File: src/sep_pkg.sv
package sep_pkg;

  // ------------------------------------------------------------
  // timing
  // ------------------------------------------------------------
  localparam int unsigned CLK_MHZ         = 40;
  localparam int unsigned PROG_TIME_US    = 5000;
  localparam int unsigned PROG_MAX_US     = 10000;
  localparam int unsigned PROG_CYCLES_DEF = PROG_TIME_US * CLK_MHZ;
  localparam int unsigned PROG_CNT_W      = 19;

  // ------------------------------------------------------------
  // array and buffer geometry
  // ------------------------------------------------------------
  localparam int unsigned WORDS      = 16;
  localparam int unsigned FIFO_W     = 16;
  localparam int unsigned FIFO_DEPTH = 8;
  localparam logic [4:0]  OPC_BITS   = 5'h04;
  localparam logic [4:0]  ADDR_X16   = 5'h04;
  localparam logic [4:0]  ADDR_X8    = 5'h05;
  localparam logic [4:0]  DATA_X16   = 5'h10;
  localparam logic [4:0]  DATA_X8    = 5'h08;
  localparam logic [15:0] ERASED     = 16'hFFFF;

  // ------------------------------------------------------------
  // opcodes (two-bit group, then four-bit specials)
  // ------------------------------------------------------------
  localparam logic [1:0] OP_READ   = 2'h2;
  localparam logic [1:0] OP_WRITE  = 2'h1;
  localparam logic [1:0] OP_ERASE  = 2'h3;
  localparam logic [3:0] PROGRAM_ENABLE_CMD  = 4'h3;
  localparam logic [3:0] PROGRAM_DISABLE_CMD = 4'h0;
  localparam logic [3:0] CLEAR_ALL_CMD       = 4'h2;
  localparam logic [3:0] FILL_ALL_CMD        = 4'h1;

  typedef enum logic [7:0] {
    ST_IDLE  = 8'h01,
    ST_SKIP  = 8'h02,
    ST_START = 8'h04,
    ST_OPC   = 8'h08,
    ST_ADDR  = 8'h10,
    ST_DATA  = 8'h20,
    ST_READ  = 8'h40,
    ST_HOLD  = 8'h80
  } sep_state_e;

  typedef enum logic [1:0] {
    PO_WRITE = 2'h0,
    PO_ERASE = 2'h1,
    PO_CLEAR = 2'h2,
    PO_FILL  = 2'h3
  } sep_prog_e;

  typedef logic [WORDS-1:0][15:0] sep_mem_t;

  typedef struct packed {
    logic cs;
    logic sk;
    logic di;
    logic org;
  } sep_pins_s;

endpackage : sep_pkg

File: src/sep_core.sv
`timescale 1ns/100ps

// ------------------------------------------------------------
// read-ahead buffer
// ------------------------------------------------------------
module sep_fifo #(
  parameter int unsigned W = 16,
  parameter int unsigned D = 8
) (
  input  wire logic         clk,       // clock
  input  wire logic         rst,       // sync reset
  input  wire logic         flush,     // drop contents
  input  wire logic         in_valid,  // push request
  output logic              in_ready,  // room left
  input  wire logic [W-1:0] in_data,   // push word
  output logic              out_valid, // word present
  input  wire logic         out_ready, // pop request
  output logic [W-1:0]      out_data   // head word
);
  localparam int unsigned AW = $clog2(D);
  localparam logic [AW:0] FULL = (AW+1)'(D);

  typedef struct packed {
    logic [D-1:0][W-1:0] mem;
    logic [AW-1:0]       wp;
    logic [AW-1:0]       rp;
    logic [AW:0]         cnt;
  } sep_fifo_s;

  sep_fifo_s r;
  sep_fifo_s n;
  logic      push;
  logic      pop;

  assign in_ready  = (r.cnt != FULL);
  assign out_valid = (r.cnt != '0);
  assign out_data  = r.mem[r.rp];

  always_comb begin
    n    = r;
    push = in_valid & in_ready;
    pop  = out_ready & out_valid;
    if (push) begin
      n.mem[r.wp] = in_data;
      n.wp        = r.wp + 1'b1;
    end
    if (pop) begin
      n.rp = r.rp + 1'b1;
    end
    n.cnt = r.cnt + {{AW{1'b0}}, push} - {{AW{1'b0}}, pop};
    if (rst || flush) begin
      n = '0;
    end
  end

  always_ff @(posedge clk) begin
    r <= n;
  end
endmodule : sep_fifo

module sep_core
  import sep_pkg::*;
#(
  parameter int unsigned PROG_CYCLES = PROG_CYCLES_DEF
) (
  input  wire logic CLK,          // 40 MHz clock
  input  wire logic RESET,        // sync reset, high
  input  wire logic CS,           // chip select pin
  input  wire logic SK,           // serial clock pin
  input  wire logic DI,           // serial data in pin
  input  wire logic ORG,          // 1 = x16, 0 = x8
  output logic      DO,           // serial data out
  output logic      DO_OE,        // data out enable
  output logic      BUSY,         // programming running
  output logic      PROG_ENABLED  // programming allowed
);
  localparam logic [PROG_CNT_W-1:0] LAST_CNT = PROG_CNT_W'(PROG_CYCLES - 1);

  typedef struct packed {
    sep_pins_s             s1;
    sep_pins_s             s2;
    logic                  sk_d;
    sep_state_e            st;
    logic                  org;
    logic [3:0]            opc;
    logic [4:0]            addr;
    logic [15:0]           data;
    logic [4:0]            bcnt;
    logic [15:0]           sh;
    logic [4:0]            ptr;
    logic                  rd_bit;
    logic                  arm;
    sep_prog_e             p_op;
    logic [4:0]            p_addr;
    logic [15:0]           p_data;
    logic                  p_org;
    logic                  busy;
    logic [PROG_CNT_W-1:0] cnt;
    logic                  en;
    logic                  stat;
    logic                  do_bit;
    logic                  do_oe;
    sep_mem_t              mem;
  } sep_core_s;

  sep_core_s   r;
  sep_core_s   n;
  logic        sk_rise;
  logic        sel;
  logic        f_ivalid;
  logic        f_iready;
  logic [15:0] f_idata;
  logic        f_ovalid;
  logic        f_oready;
  logic [15:0] f_odata;
  logic        f_flush;

  // ------------------------------------------------------------
  // array access helpers
  // ------------------------------------------------------------
  // even byte sits in the low half of its word
  function automatic logic [15:0] unit_get(sep_mem_t m, logic [4:0] a, logic o);
    logic [15:0] w;
    w = m[a[4:1]];
    if (o) begin
      unit_get = m[a[3:0]];
    end else begin
      unit_get = {(a[0] ? w[15:8] : w[7:0]), 8'h00};
    end
  endfunction : unit_get

  function automatic sep_mem_t unit_put(sep_mem_t m, logic [4:0] a, logic o, logic [15:0] d);
    sep_mem_t t;
    t = m;
    if (o) begin
      t[a[3:0]] = d;
    end else if (a[0]) begin
      t[a[4:1]][15:8] = d[7:0];
    end else begin
      t[a[4:1]][7:0] = d[7:0];
    end
    unit_put = t;
  endfunction : unit_put

  function automatic logic [4:0] ptr_next(logic [4:0] p, logic o);
    ptr_next = o ? {1'b0, p[3:0] + 4'h1} : p + 5'h01;
  endfunction : ptr_next

  function automatic logic [4:0] unit_bits(logic o);
    unit_bits = o ? DATA_X16 : DATA_X8;
  endfunction : unit_bits

  // ------------------------------------------------------------
  // next state
  // ------------------------------------------------------------
  always_comb begin
    n        = r;
    f_ivalid = 1'b0;
    f_idata  = '0;
    f_oready = 1'b0;
    f_flush  = 1'b0;
    n.s1     = '{cs: CS, sk: SK, di: DI, org: ORG};
    n.s2     = r.s1;
    n.sk_d   = r.s2.sk;
    sk_rise  = r.s2.sk & ~r.sk_d;
    sel      = r.s2.cs;

    // self-timed cycle on CLK only, so a stopped host clock is harmless
    if (r.busy) begin
      if (r.cnt == LAST_CNT) begin
        n.busy = 1'b0;
        unique case (r.p_op)
          PO_WRITE: n.mem = unit_put(r.mem, r.p_addr, r.p_org, r.p_data);
          PO_ERASE: n.mem = unit_put(r.mem, r.p_addr, r.p_org, ERASED);
          PO_CLEAR: n.mem = {WORDS{ERASED}};
          PO_FILL:  n.mem = {WORDS{r.p_org ? r.p_data : {2{r.p_data[7:0]}}}};
        endcase
      end else begin
        n.cnt = r.cnt + 1'b1;
      end
    end

    if (!sel) begin
      // falling select launches an armed program cycle
      if (r.arm && !r.busy) begin
        n.busy = 1'b1;
        n.cnt  = '0;
        n.stat = 1'b1;
      end
      n.arm   = 1'b0;
      n.st    = ST_IDLE;
      // a stale read bit must not show on the next select
      n.rd_bit = 1'b0;
      f_flush = 1'b1;
    end else begin
      unique case (r.st)
        ST_IDLE: begin
          n.st     = ST_SKIP;
          n.rd_bit = 1'b0;
        end
        ST_SKIP: begin
          if (sk_rise) begin
            n.st = ST_START;
          end
        end
        ST_START: begin
          // while busy the bus is ignored
          if (sk_rise && r.s2.di && !r.busy) begin
            n.st   = ST_OPC;
            n.bcnt = OPC_BITS - 5'h01;
            n.org  = r.s2.org;
            n.opc  = '0;
            n.addr = '0;
            n.data = '0;
            n.stat = 1'b0;
          end
        end
        ST_OPC: begin
          if (sk_rise) begin
            n.opc  = {r.opc[2:0], r.s2.di};
            n.bcnt = r.bcnt - 5'h01;
            if (r.bcnt == '0 + 5'h00) begin
              n.st   = ST_ADDR;
              n.bcnt = (r.org ? ADDR_X16 : ADDR_X8) - 5'h01;
            end
          end
        end
        ST_ADDR: begin
          if (sk_rise) begin
            n.addr = {r.addr[3:0], r.s2.di};
            n.bcnt = r.bcnt - 5'h01;
            if (r.bcnt == 5'h00) begin
              n.st     = ST_HOLD;
              n.p_addr = n.addr;
              n.p_org  = r.org;
              if (r.opc[3:2] == OP_READ) begin
                n.ptr    = n.addr;
                n.st     = ST_READ;
                n.bcnt   = 5'h00;
                n.rd_bit = 1'b0;
              end else if (r.opc[3:2] == OP_WRITE || r.opc == FILL_ALL_CMD) begin
                n.st   = ST_DATA;
                n.bcnt = unit_bits(r.org) - 5'h01;
                n.p_op = (r.opc[3:2] == OP_WRITE) ? PO_WRITE : PO_FILL;
              end else if (r.opc[3:2] == OP_ERASE) begin
                n.arm  = r.en;
                n.p_op = PO_ERASE;
              end else if (r.opc == CLEAR_ALL_CMD) begin
                n.arm  = r.en;
                n.p_op = PO_CLEAR;
              end else if (r.opc == PROGRAM_ENABLE_CMD) begin
                n.en = 1'b1;
              end else begin
                n.en = 1'b0;
              end
            end
          end
        end
        ST_DATA: begin
          if (sk_rise) begin
            n.data = {r.data[14:0], r.s2.di};
            n.bcnt = r.bcnt - 5'h01;
            if (r.bcnt == 5'h00) begin
              n.p_data = n.data;
              n.arm    = r.en;
              n.st     = ST_HOLD;
            end
          end
        end
        ST_READ: begin
          // read-ahead stalls when the buffer fills
          if (f_iready) begin
            f_ivalid = 1'b1;
            f_idata  = unit_get(r.mem, r.ptr, r.org);
            n.ptr    = ptr_next(r.ptr, r.org);
          end
          if (sk_rise) begin
            if (r.bcnt == 5'h00) begin
              // next unit follows without a second dummy bit
              f_oready = 1'b1;
              n.rd_bit = f_ovalid & f_odata[15];
              n.sh     = {f_odata[14:0], 1'b0};
              n.bcnt   = unit_bits(r.org) - 5'h01;
            end else begin
              n.rd_bit = r.sh[15];
              n.sh     = {r.sh[14:0], 1'b0};
              n.bcnt   = r.bcnt - 5'h01;
            end
          end
        end
        ST_HOLD: begin
          // an extra clock edge before deselect cancels programming
          if (sk_rise) begin
            n.arm = 1'b0;
          end
        end
        default: begin
          n.st = ST_IDLE;
        end
      endcase
    end

    n.do_oe = sel;
    if (!sel) begin
      n.do_bit = 1'b0;
    end else if (r.stat && (r.st == ST_SKIP || r.st == ST_START)) begin
      n.do_bit = ~r.busy;
    end else begin
      n.do_bit = r.rd_bit;
    end

    if (RESET) begin
      n      = '0;
      n.st   = ST_IDLE;
      n.mem  = {WORDS{ERASED}};
      f_flush = 1'b1;
    end
  end

  always_ff @(posedge CLK) begin
    r <= n;
  end

  sep_fifo #(
    .W (FIFO_W),
    .D (FIFO_DEPTH)
  ) u_fifo (
    .clk       (CLK),
    .rst       (RESET),
    .flush     (f_flush),
    .in_valid  (f_ivalid),
    .in_ready  (f_iready),
    .in_data   (f_idata),
    .out_valid (f_ovalid),
    .out_ready (f_oready),
    .out_data  (f_odata)
  );

  assign DO           = r.do_bit;
  assign DO_OE        = r.do_oe;
  assign BUSY         = r.busy;
  assign PROG_ENABLED = r.en;
endmodule : sep_core

File: config.mk
export PLATFORM = sky130hd
export DESIGN_NAME = sep_core
export DESIGN_NICKNAME = d
export VERILOG_FILES = /design/src/sep_pkg.sv /design/src/sep_core.sv
export SDC_FILE = /design/constraint.sdc
export NUM_CORES = 2
export LEC_CHECK = 0
export BUFFER_PORTS_ARGS = -buffer_cell sky130_fd_sc_hd__buf_4
export CELL_PAD_IN_SITES_DETAIL_PLACEMENT = 1
export CELL_PAD_IN_SITES_GLOBAL_PLACEMENT = 2
export CORE_ASPECT_RATIO = 1.2
export CORE_MARGIN = 2
export CORE_UTILIZATION = 36
export CTS_CLUSTER_SIZE = 28
export DETAILED_ROUTE_END_ITERATION = 10
export GPL_TIMING_DRIVEN = 0
export PLACE_DENSITY = 0.83
export SYNTH_ARGS = -nofsm -noshare
export SYNTH_HDL_FRONTEND = slang
export SYNTH_SLANG_ARGS = --single-unit
File: constraint.sdc
create_clock -name CLK -period 2.8 [get_ports CLK]
set_input_delay 0.56 -clock CLK [delete_from_list [all_inputs] [get_ports CLK]]
set_output_delay 0.56 -clock CLK [all_outputs]
set_load 0.01 [all_outputs]
## Yosys cells after proc, flatten, opt, wreduce, memory -nomap -nowiden

Index checks and enable logic that the tools add are counted.
Widths: inputs -> output; s select.

- Flip-flop bits (word level): 511
- Bits of input ports: 6
- Output and inout bits: 4
- Word-level logic and storage cells: 263

- $add $sub $neg: 10
- Order comparisons: 9
- Equality and inequality tests: 36
- Muxes and demuxes: 98
- Bitwise gates (word level): 13
- Reduce and logical (&&, ||, !) cells: 41

Operators by type and width:

| kind | count |
|---|---|
| $bwmux 256 | 5 |
| $mux 256 | 4 |
| $pmux 256 s4 | 1 |
| $or 256x256->256 | 1 |
| $demux 16 s4 | 3 |
| $mux 16 | 11 |
| $bmux 16 s4 | 2 |
| $bwmux 128 | 1 |
| $mux 8 | 11 |
| $mux 20 | 4 |
| $pmux 8 s7 | 1 |
| $bmux 16 s3 | 1 |
| $demux 16 s3 | 1 |
| $mux 5 | 9 |
| $mux 21 | 2 |
| $mux 39 | 1 |
| $pmux 15 s2 | 1 |
| $mux 14 | 2 |
| $ne 2x2->1 const B | 13 |
| $pmux 5 s5 | 1 |
| $mux 1 | 23 |
| $lt 4x5->1 const B | 4 |
| $reduce_and 4->1 | 5 |
| $add 19x1->19 const B | 1 |
| other kinds (53) | 99 |

## Depth between registers and ports, before layout

- Word-level depth: 8
- Gate-level depth with buffers: 13
- Mapped depth without buffers: 12

## Cells and area by module

A second synthesis with hierarchy kept.

- Cell total of the unflattened synthesis: 3421
- Area, all modules: 30085.1 µm²

Modules (own cells, without submodules):

| module | instances | cells each | area each (µm²) | seq. area each (µm²) |
|---|---|---|---|---|
| sep_core | 1 | 2859 | 23745.3 | 7447.1 |
| sep_fifo | 1 | 562 | 6339.8 | 2762.6 |

## Worst setup path before layout

No wires, ideal clock.

- Kind: reg2reg
- From: register r[327] in the netlist's numbering
- To: register u_fifo.r[2] in the netlist's numbering
- Library setup time: 128 ps
- Arrival: 2608 ps
- Data required time: 2672 ps
- Setup slack: 65 ps
- Stages on the path, launching flop included: 14
- Buffers on the path: 1
- Clock period less this slack: 2735 ps
- Cell sequence: dfxtp_1 > inv_1 > ha_1 > or4b_1 > clkbuf_1 > a21o_1 > nor2_1 > ha_1 > inv_1 > ha_1 > inv_1 > fa_1 > xor2_1 > nor2_1

- Longest elaborated chain between the ends: 7

RTL lines:

| item | RTL line | source |
|---|---|---|
| start, declared | sep_core.sv:106 | `sep_core_s r;` |
| start signal, assigned | sep_core.sv:321 | `r <= n;` |
| $logic_not 5->1 | sep_core.sv:278 | `if (r.bcnt == 5'h00) begin` |
| $mux 1 | sep_core.sv:278 |  |
| $mux 1 | sep_core.sv:277 | `if (sk_rise) begin` |
| $mux 1 | sep_core.sv:196 | `unique case (r.st)` |
| $mux 1 | sep_core.sv:183 | `if (!sel) begin` |
| $and 1x1->1 | sep_core.sv:42 | `pop = out_ready & out_valid;` |
| via u_fifo.pop | sep_core.sv:33 | `logic pop;` |
| $sub 4x1->4 | sep_core.sv:50 | `n.cnt = r.cnt + {{AW{1'b0}}, push} - {{AW{1'b0}}, pop};` |
| end signal, assigned | sep_core.sv:57 | `r <= n;` |
| end, declared | sep_core.sv:30 | `sep_fifo_s r;` |

The timed path passes the listed nets, and every way through them passes these cells.
A chain may end at the register's enable or synchronous reset.

## Worst setup path after layout

- From: register r[297] in the netlist's numbering
- To: register r[9] in the netlist's numbering

- Longest elaborated chain between the ends: 7
- Elaborated cells on any way between the ends: 12
- Those cells by class: order compare: 2; mux: 8; bitwise: 1; reduce/logical: 1

RTL lines:

| item | RTL line | source |
|---|---|---|
| $lt 4x5->1 (implied by the code) / $ge 4x1->1 (equally long branches) | sep_core.sv:136 | `t[a[3:0]] = d;` |
| $logic_and 1x1->1 (implied by the code) | sep_core.sv:136 |  |
| $mux 16 (implied by the code) | sep_core.sv:136 |  |
| $demux 16 s4 | sep_core.sv:136 |  |
| $or 256x256->256 (no line) / $bwmux 256 (equally long branches) | - |  |
| $mux 256 | sep_core.sv:135 | `if (o) begin` |
| $pmux 256 s4 (*) | sep_core.sv:172 | `unique case (r.p_op)` |

Every way passes the cells marked *; elsewhere a longest branch is shown, timed or not.

==> metrics <==
drt initial violations 3156; hold_buf cts 0; Primary FF master, synth dfxtp_1; number of routed nets with antenna violations 0; drt via density around 6.6; initial antenna violation count 2; worst path arrival time 3.51 ns; Sink Count 510; area of the die ~0.085 mm²; per-cell routed wire length 31.10 µm; startpoint types flop; first-pass GRT wire length roughly 210000 µm; Critical Path RT ~3.4 ns; Worst path most repeated cell buf_2; Tmin final around 2.9 ns; Layout Cell Area excl Fill around 0.035 mm²; number of synthesized flops with an enable pin 0; Rel. slew slack 19.91%; Max-Cap Viols 0; P&R area growth vs syn 18.43%; clk_lat worst skew about 0.67 ns; crit-path max cell delay 0.82 ns; fmax 344.3 MHz; worst hold margin about 0.13 ns; # nets final 3622; Initial Utilization about 36%; Port Buffers 8; WL final roughly 150000 µm; Mapped Area around 0.030 mm²; Die Wd roughly 270 µm; worst-path cell chain buf_2 > buf_2 > nor2b_1 > nand2_1 > nor3_2 > a221oi_1 > a21oi_1 > o32a_1; drt pass-1 iters 5; CTS Buffer Depth 3; critical path class flop to flop; Site Rows ~120; Post-Synthesis Mean Instance Area between 8 and 9 µm²; Placer Congestion 1.040; H-tree level count 2; Tot GR Track Use 33.70%; synth unique cells 92; failing checks negative setup slack; TritonCTS clock tree done; Via Count 30.87k; CP bufs+invs 2; crit-path leading delay family simple AND/OR/NAND/NOR gates; P_leak between 0.01 and 0.015 µW; Final Skew between 0.03 and 0.04 ns; Root Buffer clkbuf_16; largest net degree at the start of global routing 20; syn nets about 3.5k; final core utilization 42.90%; Die Ht between 300 and 400 µm; Place WS -1.088 ns; VDD IR max about 480 µV; vias in the first global route around 31k; Ports 10; Crit-path slowest cell nor3_2; Slew Viols, Final 0; Placed Area 0.03099 mm²; RSZ-0062 raised after global routing yes; Clock Pin Slew Worst Setup and Hold Paths roughly 0.06 ns; core area slightly above 0.08 mm²; Num CTS Buffers 59; post-route setup slack -0.1043 ns; Critical Path Fanout Max 10; Worst-Margin Slew 1.201 ns; status finished, violations left; synth warn 0; # setup viols final just under 90; Residual DRC 0; share of cells above drive strength 1 17.47%; Async S/R FF share, synth 0%; PD cells 465.3 mW/mm²; placed wire-length estimate between 100000 and 150000 µm; Synth Register Bits 510; period utilisation layout 103.7%; # fillers between 9k and 10k; post-synthesis sequential area ratio between 30% and 40%; Worst Setup End Kind flop; Mapped Cells around 3.5k; Worst Hold Class input pin to flop; Hold Fails Final Rpt 0; Congestion Overflow GR 0
-- flip-flops by register name (all words and copies together) (netlist names) --
register	count
BUSY	1
r	367
sel	1
DO_OE	1
DO	1
PROG_ENABLED	1
u_fifo.r	138
-- cell usage in the layout (no fill, tap or decap), types with 17 or more instances in the layout --
cell / synthesis / routed
a22oi_1: 69 / 68
a221oi_1: 89 / 56
clkbuf_4: 0 / 19
or2_2: 17 / 17
nor2_1: 255 / 243
a211oi_1: 63 / 52
nand3_1: 80 / 73
buf_2: 81 / 60
clkbuf_16: 0 / 60
xnor2_1: 18 / 18
buf_4: 7 / 65
a211o_1: 76 / 76
a21oi_1: 478 / 461
a221oi_2: 0 / 26
dfxtp_1: 510 / 506
mux2i_1: 177 / 176
o21ai_0: 84 / 83
nand4_1: 42 / 42
a221o_1: 45 / 43
o32a_1: 80 / 80
nand2_1: 357 / 354
nand2b_1: 113 / 111
and3_1: 24 / 21
clkbuf_2: 1 / 51
clkbuf_1: 222 / 144
mux4_2: 93 / 93
nor3_1: 108 / 103
o21bai_1: 40 / 40
and2_1: 28 / 27
nor2b_1: 51 / 45
-- cells in the mapped netlist, drive strengths merged, types with 20 or more instances --
cell type / count / share of area [%]
a22oi: 69 / 1.7
a221oi: 89 / 2.6
a21oi: 478 / 8.1
o32a: 80 / 2.7
a211oi: 72 / 2.0
nor2: 260 / 3.3
a211o: 76 / 2.2
and2: 31 / 0.66
nand4: 42 / 0.89
nand3: 88 / 1.6
nand2: 358 / 4.5
dfxtp: 510 / 34
nor2b: 51 / 1.1
o21ai: 109 / 1.8
o21bai: 40 / 1.0
nor3: 118 / 2.2
and3: 24 / 0.51
mux2i: 177 / 6.0
or2: 20 / 0.42
clkbuf: 223 / 2.8
mux4: 93 / 7.1
a221o: 45 / 1.5
buf: 107 / 1.8
nand2b: 113 / 2.4
-- area by class of cell --
class	instances	area [µm²]	share of cell area, %
Timing Repair Buffer	59	630.6	1.799
Tap cell	1053	1318	3.758
Sequential cell	510	10210	29.14
Multi-Input combinational cell	2643	19110	54.50
Antenna cell	1	2.502	0.007137
Inverter	20	82.58	0.2355
Clock buffer	81	1740	4.964
Clock inverter	28	425.4	1.213
Buffer	311	1538	4.386
-- power by group --
group / leakage [µW] / total, µW / internal, µW / switching, µW
sequential: 0.00412 / 7270 / 7260 / 7.30
combinational: 0.00586 / 311 / 81.5 / 230
clock: 0.00106 / 8730 / 5260 / 3480
total: 0.0110 / 16300 / 12600 / 3710
-- worst register-to-register path: cells and delay by family, from the launching register on --
kind                   cells  cell delay [ns]
AO/OA/AOI/OAI              3             0.67
AND/OR/NAND/NOR            3             1.38
flip-flops                 1             0.34
buffers and inverters      2             0.49
-- path summary, 6_finish.rpt --
check | from | to | slack (ns) | depth (start not counted)
setup / recovery | r[297] | r[9] | -0.10 | 8
hold / removal | DI | r[372] | 0.13 | 2
setup reg to reg | r[297] | r[9] | -0.10 | 8
hold reg to reg | r[372] | r[368] | 0.44 | 1
-- through the flow --
step           std cells  power (µW)  TNS [ns]
2_1_floorplan       3503        7598         0
3_3_place_gp        4564        7724   -280.34
3_5_place_dp        4565        7725   -281.85
4_1_cts             4687       16360    -3.744
5_1_grt             4705       16690    -13.28
6_report            4706       16310    -3.600
-- cell families after synthesis --
group / count (synthesis) / synth area share, %
and+or+nand+nor: 1178 / 19.71
AOI/OAI and AO/OA: 1153 / 26.42
DFF: 510 / 34.49
buffers and inverters: 350 / 4.899
muxes: 270 / 13.06
xor gates and xnor gates: 30 / 0.8876
adders and majority gates: 12 / 0.5325
-- metal layers --
layer	wire length (µm)	share of wire [%]	up-vias	track usage [%]
li1	-	-	13360	-
met4	13460	9.2	2	25.93
met5	13	0.0089	-	0
met1	54920	38	15410	39.96
met3	12280	8.4	543	6.967
met2	65700	45	1559	53.27
-- what timing repair did --
item,CTS,global route
endpoints found under the setup margin,405,388
buffers inserted,26,24
gates resized for setup,203,181
pin swaps,22,16
Power figures use the tool's default switching activity.
